### src/logic/dphr_pkg.sv
// Package: register map, field layout and widths of the protected high region
package dphr_pkg;
  localparam int DPHR_ADDR_W = 8;
  localparam int DPHR_HAW = 48;
  localparam int DPHR_N = 11;
  localparam int DPHR_FLD_LO = DPHR_N + 1;
  localparam logic [7:0] DPHR_OFF_BASE_LO = 8'h70;
  localparam logic [7:0] DPHR_OFF_BASE_HI = 8'h74;
  localparam logic [7:0] DPHR_OFF_LIMIT_LO = 8'h78;
  localparam logic [7:0] DPHR_OFF_LIMIT_HI = 8'h7C;
  localparam logic [7:0] DPHR_OFF_CTRL = 8'h60;
  localparam logic [7:0] DPHR_OFF_STATUS = 8'h64;
  localparam int DPHR_CTRL_EN_BIT = 0;
  localparam int DPHR_CTRL_SUP_BIT = 1;
  localparam int DPHR_STAT_ACT_BIT = 0;
  localparam int DPHR_STAT_VALID_BIT = 1;
  localparam logic [63:0] DPHR_BASE_RST = 64'h0000000000000000;
  localparam logic [63:0] DPHR_LIMIT_RST = 64'h0000000000000000;
  localparam logic [1:0] DPHR_RESP_OKAY = 2'h0;
  localparam logic [1:0] DPHR_RESP_SLVERR = 2'h2;
  // Mask of the implemented field bits HOST_ADDRESS_WIDTH-1 down to N+1
  localparam logic [63:0] DPHR_FLD_MASK =
    ((64'h1 << DPHR_HAW) - 64'h1) & ~((64'h1 << DPHR_FLD_LO) - 64'h1);
endpackage : dphr_pkg

### src/logic/dphr_range_check.sv
// Region decode: inclusive range check of one DMA address
module dphr_range_check
  import dphr_pkg::*;
(
  input wire logic [63:0] base_in,
  input wire logic [63:0] limit_in,
  input wire logic [63:0] addr_in,
  output logic valid_out,
  output logic hit_out
);
  logic [DPHR_HAW-1:0] dec_base;
  logic [DPHR_HAW-1:0] dec_limit;
  logic [DPHR_HAW-1:0] addr_cut;
  logic [DPHR_N:0] ones;

  always_comb begin
    ones = '1;
    // Low bits decode as zeros in the base, ones in the limit
    dec_base = {base_in[DPHR_HAW-1:DPHR_FLD_LO],
      {(DPHR_FLD_LO){1'b0}}}; // see RULE_04
    dec_limit = {limit_in[DPHR_HAW-1:DPHR_FLD_LO], ones}; // see RULE_05
    addr_cut = addr_in[DPHR_HAW-1:0]; // see RULE_10
    valid_out = (dec_limit >= dec_base); // see RULE_09
    hit_out = valid_out && (addr_cut >= dec_base) // see RULE_08
      && (addr_cut <= dec_limit); // see RULE_11
  end
endmodule : dphr_range_check

### src/logic/dphr_top.sv
// Top: AXI4-Lite register file and DMA blocking of the protected high region
// Notes on behaviour
// RULE_01 - Software programs base and limit before turning protection on.
// RULE_02 - Software never writes base or limit while protection is active.
// RULE_03 - Without the support flag both registers are read-only.
// RULE_04 - Base low bits decode as zeros; base aligned to 2^(N+1).
// RULE_05 - Limit low bits decode as ones; limit ends an aligned block.
// RULE_06 - Reserved low bits read zero; software sizes N by writing ones.
// RULE_07 - Bits at and above the host address width are not stored.
// RULE_08 - Equal upper bits protect exactly one aligned 2^(N+1) block.
// RULE_09 - Limit below base disables the region.
// RULE_10 - Base and limit may lie above or below 4GB.
// RULE_11 - Limit is the last included address; range is inclusive.
// RULE_12 - Fields sit at bits 63 down to N+1; lower bits reserved.
// RULE_13 - When enabled and valid, addresses inside the range are blocked; the code also requires the support flag.
module dphr_top
  import dphr_pkg::*;
(
  input wire logic clk_in,
  input wire logic srst_in,
  input wire logic high_region_supported_flag_in,
  input wire logic [63:0] dma_addr_in,
  input wire logic dma_valid_in,
  output logic dma_block_out,
  output logic protection_active_flag_out,
  input wire logic [DPHR_ADDR_W-1:0] s_axi_awaddr,
  input wire logic s_axi_awvalid,
  output logic s_axi_awready,
  input wire logic [31:0] s_axi_wdata,
  input wire logic [3:0] s_axi_wstrb,
  input wire logic s_axi_wvalid,
  output logic s_axi_wready,
  output logic [1:0] s_axi_bresp,
  output logic s_axi_bvalid,
  input wire logic s_axi_bready,
  input wire logic [DPHR_ADDR_W-1:0] s_axi_araddr,
  input wire logic s_axi_arvalid,
  output logic s_axi_arready,
  output logic [31:0] s_axi_rdata,
  output logic [1:0] s_axi_rresp,
  output logic s_axi_rvalid,
  input wire logic s_axi_rready
);
  typedef struct packed {
    logic [63:0] base;
    logic [63:0] limit;
    logic enable;
    logic aw_held;
    logic [DPHR_ADDR_W-1:0] aw_addr;
    logic w_held;
    logic [31:0] w_data;
    logic [3:0] w_strb;
    logic bvalid;
    logic [1:0] bresp;
    logic rvalid;
    logic [31:0] rdata;
    logic [1:0] rresp;
    logic block;
    logic [2:0] sup_sync;
    logic sup;
  } dphr_state_t;

  dphr_state_t state_r;
  dphr_state_t state_nxt;
  logic region_valid;
  logic region_hit;

  // ---------------------------------------------------------------
  // Helpers
  // ---------------------------------------------------------------
  // Byte-lane merge of one 32-bit half
  function automatic logic [31:0] dphr_merge_f(input logic [31:0] old_v,
    input logic [31:0] new_v, input logic [3:0] strb);
    logic [31:0] res;
    res = old_v;
    for (int i = 0; i < 4; i++) begin
      if (strb[i]) begin
        res[i*8 +: 8] = new_v[i*8 +: 8];
      end
    end
    return res;
  endfunction : dphr_merge_f

  // Address decode used by the write path for the write response
  function automatic logic dphr_mapped_f(input logic [DPHR_ADDR_W-1:0] a);
    return (a == DPHR_OFF_BASE_LO) || (a == DPHR_OFF_BASE_HI) ||
      (a == DPHR_OFF_LIMIT_LO) || (a == DPHR_OFF_LIMIT_HI) ||
      (a == DPHR_OFF_CTRL) || (a == DPHR_OFF_STATUS);
  endfunction : dphr_mapped_f

  // ---------------------------------------------------------------
  // Region decode
  // ---------------------------------------------------------------
  dphr_range_check u_range (
    .base_in(state_r.base),
    .limit_in(state_r.limit),
    .addr_in(dma_addr_in),
    .valid_out(region_valid),
    .hit_out(region_hit)
  );

  // ---------------------------------------------------------------
  // Next state
  // ---------------------------------------------------------------
  always_comb begin
    logic wr_go;
    logic wr_lock;
    logic [DPHR_ADDR_W-1:0] wa;
    logic [31:0] wd;
    logic [3:0] ws;
    logic [63:0] wide;
    wr_go = 1'b0;
    wr_lock = 1'b0;
    wa = '0;
    wd = '0;
    ws = '0;
    wide = '0;
    state_nxt = state_r;
    state_nxt.sup_sync = {state_r.sup_sync[1:0],
      high_region_supported_flag_in};
    if (state_r.sup_sync[2] == state_r.sup_sync[1]) begin
      state_nxt.sup = state_r.sup_sync[1];
    end
    // Write channel capture, either order
    if (s_axi_awvalid && s_axi_awready) begin
      state_nxt.aw_held = 1'b1;
      state_nxt.aw_addr = s_axi_awaddr;
    end
    if (s_axi_wvalid && s_axi_wready) begin
      state_nxt.w_held = 1'b1;
      state_nxt.w_data = s_axi_wdata;
      state_nxt.w_strb = s_axi_wstrb;
    end
    if (state_r.aw_held && state_r.w_held && !state_r.bvalid) begin
      wr_go = 1'b1;
      wa = state_r.aw_addr;
      wd = state_r.w_data;
      ws = state_r.w_strb;
      state_nxt.aw_held = 1'b0;
      state_nxt.w_held = 1'b0;
      state_nxt.bvalid = 1'b1;
      state_nxt.bresp = dphr_mapped_f(wa) ? DPHR_RESP_OKAY
        : DPHR_RESP_SLVERR;
    end
    if (state_r.bvalid && s_axi_bready) begin
      state_nxt.bvalid = 1'b0;
    end
    // Unsupported region locks both registers as read-only
    wr_lock = !state_r.sup; // see RULE_03
    if (wr_go) begin
      case (wa)
        DPHR_OFF_BASE_LO: begin
          if (!wr_lock) begin
            wide = {state_r.base[63:32],
              dphr_merge_f(state_r.base[31:0], wd, ws)};
            state_nxt.base = wide & DPHR_FLD_MASK; // see RULE_04
          end
        end
        DPHR_OFF_BASE_HI: begin
          if (!wr_lock) begin
            wide = {dphr_merge_f(state_r.base[63:32], wd, ws),
              state_r.base[31:0]};
            state_nxt.base = wide & DPHR_FLD_MASK; // see RULE_07
          end
        end
        DPHR_OFF_LIMIT_LO: begin
          if (!wr_lock) begin
            wide = {state_r.limit[63:32],
              dphr_merge_f(state_r.limit[31:0], wd, ws)};
            state_nxt.limit = wide & DPHR_FLD_MASK; // see RULE_06
          end
        end
        DPHR_OFF_LIMIT_HI: begin
          if (!wr_lock) begin
            wide = {dphr_merge_f(state_r.limit[63:32], wd, ws),
              state_r.limit[31:0]};
            state_nxt.limit = wide & DPHR_FLD_MASK; // see RULE_12
          end
        end
        DPHR_OFF_CTRL: begin
          if (ws[0]) begin
            state_nxt.enable = wd[DPHR_CTRL_EN_BIT];
          end
        end
        default: begin
        end
      endcase
    end
    // Read channel
    if (s_axi_arvalid && s_axi_arready) begin
      state_nxt.rvalid = 1'b1;
      state_nxt.rresp = DPHR_RESP_OKAY;
      case (s_axi_araddr)
        DPHR_OFF_BASE_LO: state_nxt.rdata = state_r.base[31:0];
        DPHR_OFF_BASE_HI: state_nxt.rdata = state_r.base[63:32];
        DPHR_OFF_LIMIT_LO: state_nxt.rdata = state_r.limit[31:0];
        DPHR_OFF_LIMIT_HI: state_nxt.rdata = state_r.limit[63:32];
        DPHR_OFF_CTRL: begin
          state_nxt.rdata = '0;
          state_nxt.rdata[DPHR_CTRL_EN_BIT] = state_r.enable;
          state_nxt.rdata[DPHR_CTRL_SUP_BIT] = state_r.sup;
        end
        DPHR_OFF_STATUS: begin
          state_nxt.rdata = '0;
          state_nxt.rdata[DPHR_STAT_ACT_BIT] = state_r.enable;
          state_nxt.rdata[DPHR_STAT_VALID_BIT] = region_valid;
        end
        default: begin
          state_nxt.rdata = '0;
          state_nxt.rresp = DPHR_RESP_SLVERR;
        end
      endcase
    end else if (state_r.rvalid && s_axi_rready) begin
      state_nxt.rvalid = 1'b0;
    end
    // DMA blocking, registered; decode is valid above or below 4GB
    state_nxt.block = dma_valid_in && state_r.enable && state_r.sup &&
      region_hit; // see RULE_13
    if (srst_in) begin
      state_nxt = '0;
      state_nxt.base = DPHR_BASE_RST;
      state_nxt.limit = DPHR_LIMIT_RST;
    end
  end

  always_ff @(posedge clk_in) begin
    state_r <= state_nxt;
  end

  // ---------------------------------------------------------------
  // Outputs
  // ---------------------------------------------------------------
  assign s_axi_awready = !state_r.aw_held && !srst_in;
  assign s_axi_wready = !state_r.w_held && !srst_in;
  assign s_axi_bvalid = state_r.bvalid;
  assign s_axi_bresp = state_r.bresp;
  assign s_axi_arready = !state_r.rvalid && !srst_in;
  assign s_axi_rvalid = state_r.rvalid;
  assign s_axi_rdata = state_r.rdata;
  assign s_axi_rresp = state_r.rresp;
  assign dma_block_out = state_r.block;
  assign protection_active_flag_out = state_r.enable;

  // ---------------------------------------------------------------
  // Assertions
  // ---------------------------------------------------------------
  property p_ro_when_unsup;
    @(posedge clk_in) disable iff (srst_in)
    !state_r.sup |=> $stable(state_r.base) && $stable(state_r.limit);
  endproperty
  a_ro_when_unsup: assert property (p_ro_when_unsup) // see RULE_03
    else $error("region register changed while unsupported");

  property p_base_low_zero;
    @(posedge clk_in) disable iff (srst_in)
    state_r.base[DPHR_N:0] == '0;
  endproperty
  a_base_low_zero: assert property (p_base_low_zero) // see RULE_06
    else $error("base reserved bits not zero");

  property p_limit_low_zero;
    @(posedge clk_in) disable iff (srst_in)
    state_r.limit[DPHR_N:0] == '0 && state_r.limit[63:DPHR_HAW] == '0;
  endproperty
  a_limit_low_zero: assert property (p_limit_low_zero) // see RULE_07
    else $error("limit reserved or high bits not zero");

  property p_disabled_region;
    @(posedge clk_in) disable iff (srst_in)
    (state_r.limit[DPHR_HAW-1:DPHR_FLD_LO] <
      state_r.base[DPHR_HAW-1:DPHR_FLD_LO]) |=> !dma_block_out;
  endproperty
  a_disabled_region: assert property (p_disabled_region) // see RULE_09
    else $error("block raised with limit below base");

  property p_block_needs_enable;
    @(posedge clk_in) disable iff (srst_in)
    dma_block_out |-> $past(state_r.enable) && $past(dma_valid_in);
  endproperty
  a_block_needs_enable: assert property (p_block_needs_enable) // see RULE_13
    else $error("block without enable or request");

  property p_block_at_base;
    @(posedge clk_in) disable iff (srst_in)
    (dma_valid_in && state_r.enable && state_r.sup && region_valid &&
      dma_addr_in[DPHR_HAW-1:0] == state_r.base[DPHR_HAW-1:0])
      |=> dma_block_out;
  endproperty
  a_block_at_base: assert property (p_block_at_base) // see RULE_04
    else $error("base address not blocked");

  property p_block_at_limit;
    @(posedge clk_in) disable iff (srst_in)
    (dma_valid_in && state_r.enable && state_r.sup && region_valid &&
      dma_addr_in[DPHR_HAW-1:0] == (state_r.limit[DPHR_HAW-1:0] |
      DPHR_HAW'((64'h1 << DPHR_FLD_LO) - 64'h1))) |=> dma_block_out;
  endproperty
  a_block_at_limit: assert property (p_block_at_limit) // see RULE_11
    else $error("last limit byte not blocked");

  property p_write_resp;
    @(posedge clk_in) disable iff (srst_in)
    (state_r.aw_held && state_r.w_held && !state_r.bvalid) |=> s_axi_bvalid;
  endproperty
  a_write_resp: assert property (p_write_resp) // see RULE_12
    else $error("write response missing");
endmodule : dphr_top

### config.mk
export PLATFORM = sky130hd
export DESIGN_NAME = dphr_top
export DESIGN_NICKNAME = d
export VERILOG_FILES = /design/src/logic/dphr_pkg.sv /design/src/logic/dphr_range_check.sv /design/src/logic/dphr_top.sv
export SDC_FILE = /design/constraint.sdc
export NUM_CORES = 1
export LEC_CHECK = 0
export BUFFER_PORTS_ARGS = -buffer_cell sky130_fd_sc_hd__buf_2
export CAP_MARGIN = 20
export CORE_UTILIZATION = 45
export DETAILED_ROUTE_END_ITERATION = 10
export GPL_TIMING_DRIVEN = 0
export PLACE_DENSITY = 0.67
export SYNTH_ARGS = -nofsm -noshare
export SYNTH_HDL_FRONTEND = slang
export SYNTH_SLANG_ARGS = --single-unit
### constraint.sdc
create_clock -name clk_in -period 5.4 [get_ports clk_in]
set_input_delay 0.54 -clock clk_in [delete_from_list [all_inputs] [get_ports clk_in]]
set_output_delay 0.54 -clock clk_in [all_outputs]
set_load 0.02 [all_outputs]
==> flow_summary.json <==
{
  "outcome": "finished clean",
  "rsz0062_at_grt": "no",
  "crit_fanout": 4,
  "numCtsBuffers": 17,
  "ys_seq_elements": 160,
  "crit_top_cell": "nor4_1",
  "synth_cell_type_count": 57,
  "cp.required_ns": 5.71,
  "layout_common_cells": "160 x dfxtp_1, 155 x buf_2, 131 x nand2_1",
  "synth-compound-area-share_pct": 16.9,
  "drtAntennaViolNets": 0,
  "grtUsageMet1_pct": 37.7,
  "antennaDiodeCount": 0,
  "fin_crit_ns": 3.02,
  "grt_pass1_vias": 7764,
  "yosysWarnings": 0,
  "wirelength_mm": 25.9,
  "die_area_um2": 20800,
  "ys.flop_type": "dfxtp_1",
  "finalCritPeriodShare_pct": 56.0,
  "synthArstFlopShare_pct": 0,
  "grt_busiest_layer": "met2",
  "r2r_start": "state_r[127]",
  "num_io_pins": 168,
  "first_iter_violations": 620,
  "powerDensity_nw_per_um2": 250,
  "die-height_um": 144,
  "hold_class": "in -> reg",
  "cts-root-buf": "clkbuf_16",
  "synth_edf_count": 0,
  "cts.sinks": 160,
  "ctsHoldBuffers": 0,
  "postCtsSetupBuffers": 0,
  "max_freq_mhz": 331,
  "synthSimpleGateAreaFrac_pct": 20.5,
  "globalplace.congestion": 0.912,
  "endpoint_kind": "flop",
  "synth_mux_area_share_pct": 4.06,
  "worst_r2r_endpoint": "dma_block_out",
  "totalPowerFinal_mw": 2.70,
  "grt_start_max_net_pins": 17,
  "grt_pass1_wl_mm": 40.9,
  "synth_top_family_by_area": "simple AND/OR/NAND/NOR gates",
  "finalClockSkew_ns": 0.0104,
  "ctsLongestPathBuffers": 2,
  "slew_headroom_pct": 42.1,
  "start_kind": "flop",
  "path_clk_slew_ns": 0.06,
  "wl_per_cell_um": 16.7,
  "portBuffers": 149,
  "die_x_um": 144,
  "crit_buf_inv": 2,
  "syn-cell-area_um2": 9110,
  "tns_ns": 0,
  "row_count": 51,
  "nFillCells": 1961,
  "grt_remaining_overflow": 0,
  "synthAdderAreaFrac_pct": 14.7,
  "drv_slew": 0,
  "cp_cell_sequence": "inv_1, ha_1, nand4_1, nor4_1, inv_1, nor4_1, and3_1, a21oi_1, nor4_1",
  "dr.pass1.iters": 5,
  "area_delta_synth_final_pct": 18.4,
  "hpwl_mm": 20.8,
  "final-hold-violation-count": 0,
  "vias": 8191,
  "reg2regPathDepth": 9,
  "cp_num_cells": 9,
  "layout-drive-gt1-share_pct": 18.4,
  "yosys.area_share.xor_xnor_pct": 0,
  "grt_util_all_layers_pct": 25.8,
  "cap_violations": 0,
  "mostFrequentLayoutCell": "dfxtp_1",
  "syn_area_per_cell_um2": 8.25,
  "cts_max_level": 4,
  "met3_usage_pct": 4.40,
  "cts_tree": "built",
  "critical_path.slowest_cell": "nor4_1",
  "drc_errors": 0,
  "met2_usage_pct": 39.2,
  "ir_drop_uv": 221,
  "reg2reg_slack_ns": 2.38,
  "vias_per_cell": 5.27,
  "worst_pin_slew_ns": 0.860,
  "path_delay_family": "simple AND/OR/NAND/NOR gates",
  "setup_viol": 0,
  "clock_latency_ns": 0.43,
  "p_leak_nw": 4.55,
  "start_util_pct": 46.4,
  "core_area_um2": 19700,
  "arrival_ns": 3.33,
  "nets": 1507,
  "antenna_found_initial": 0,
  "post_cts_resized": 0,
  "crit_end": "dma_block_out",
  "critPathLaunch": "state_r[127]",
  "yosysSeqAreaShare_pct": 35.1,
  "synthCells": 1105,
  "crit_type": "reg -> reg",
  "cpPeakStageDelay_ns": 0.75
}
## worst reg2reg max path: cells and delay by family, from the launching register on
kind,cells,cell delay [ns]
buf+inv,2,0.17
simple gates,5,1.93
flops,1,0.45
compound gates,1,0.06
fa+ha+maj,1,0.30
## through the flow
| stage | setup WS (ns) | util, % | hold slack, ns | instance area, um2 | std cells |
|---|---|---|---|---|---|
| 3_3_place_gp | 1.94 | 51.9 | 0.417 | 10200 | 1520 |
| 2_1_floorplan | 3.16 | - | 0.414 | 9120 | 1106 |
| 5_1_grt | 2.16 | 54.9 | 0.299 | 10800 | 1553 |
| 4_1_cts | 2.37 | 54.9 | 0.290 | 10800 | 1553 |
| 6_report | 2.38 | 54.9 | 0.302 | 10800 | 1553 |
| 3_5_place_dp | 2.23 | 51.9 | 0.425 | 10200 | 1521 |
## cell families (layout without fill, tap and decap cells)
group | Yosys count | in the layout
flip-flops | 160 | 160
other | 1 | 2
AND/OR/NAND/NOR | 387 | 387
adder cells (fa/ha/maj) | 107 | 107
buffers and inverters | 164 | 346
multiplexers | 37 | 37
AO/OA/AOI/OAI | 249 | 249
## per-layer routing
metal	wire length [um]	share of wire, %
met3	1500	5.8
met4	255	0.98
met1	13200	51
met2	10900	42
met5	0	0
## where the power goes
group	total [mW]	switching (mW)	internal (mW)
Sequential	1.24	0.0272	1.21
Clock	1.23	0.500	0.733
Combinational	0.232	0.136	0.0959
Total	2.70	0.663	2.04
## registers in the layout, summed over array words and instances (netlist names)
signal	cells
dma_block_out	1
protection_active_flag_out	1
state_r	122
s_axi_rvalid	1
s_axi_rresp	1
s_axi_bresp	1
s_axi_bvalid	1
s_axi_rdata	32
## area by class of cell
type,instances,area [um2],area share [%]
plain buffers,86,494,4.58
inverters,78,293,2.71
multi-input cells,782,5130,47.5
flip-flops and latches,160,3200,29.7
clock buffers,21,440,4.08
well taps,265,332,3.07
clock inverters,11,154,1.43
repair buffers,150,751,6.95
## Yosys cell counts (all sizes together), types with 2 or more instances
master	number	area, um2
a2111oi	3	26.3
a211oi	8	60.1
a21o	7	52.6
a21oi	94	474
a221oi	4	35.0
a22o	26	228
a22oi	30	225
a311oi	2	17.5
and2	6	38.8
and3	4	25.0
and4	2	17.5
buf	50	359
clkbuf	36	135
dfxtp	160	3200
ha	107	1340
inv	78	293
mux2i	37	370
nand2	131	492
nand2b	42	263
nand3	59	300
nand3b	3	26.3
nand4	23	150
nor2	83	314
nor2b	7	43.8
nor3	8	51.3
nor4	12	81.3
o211ai	2	15.0
o21a	3	22.5
o21ai	57	285
o21bai	2	15.0
o22ai	4	25.0
## worst min-delay path by stage
stage / from / slack [ns] / cells past startpoint / endpoint
global route: s_axi_rready / 0.30 / 2 / s_axi_rvalid
detailed placement: state_r[1] / 0.43 / 1 / state_r[2]
finish: s_axi_rready / 0.30 / 2 / s_axi_rvalid
global placement: state_r[1] / 0.42 / 1 / state_r[2]
CTS: s_axi_rready / 0.29 / 2 / s_axi_rvalid
floorplan: state_r[1] / 0.41 / 1 / state_r[2]
Note: power is estimated with default switching activity, not from simulation.
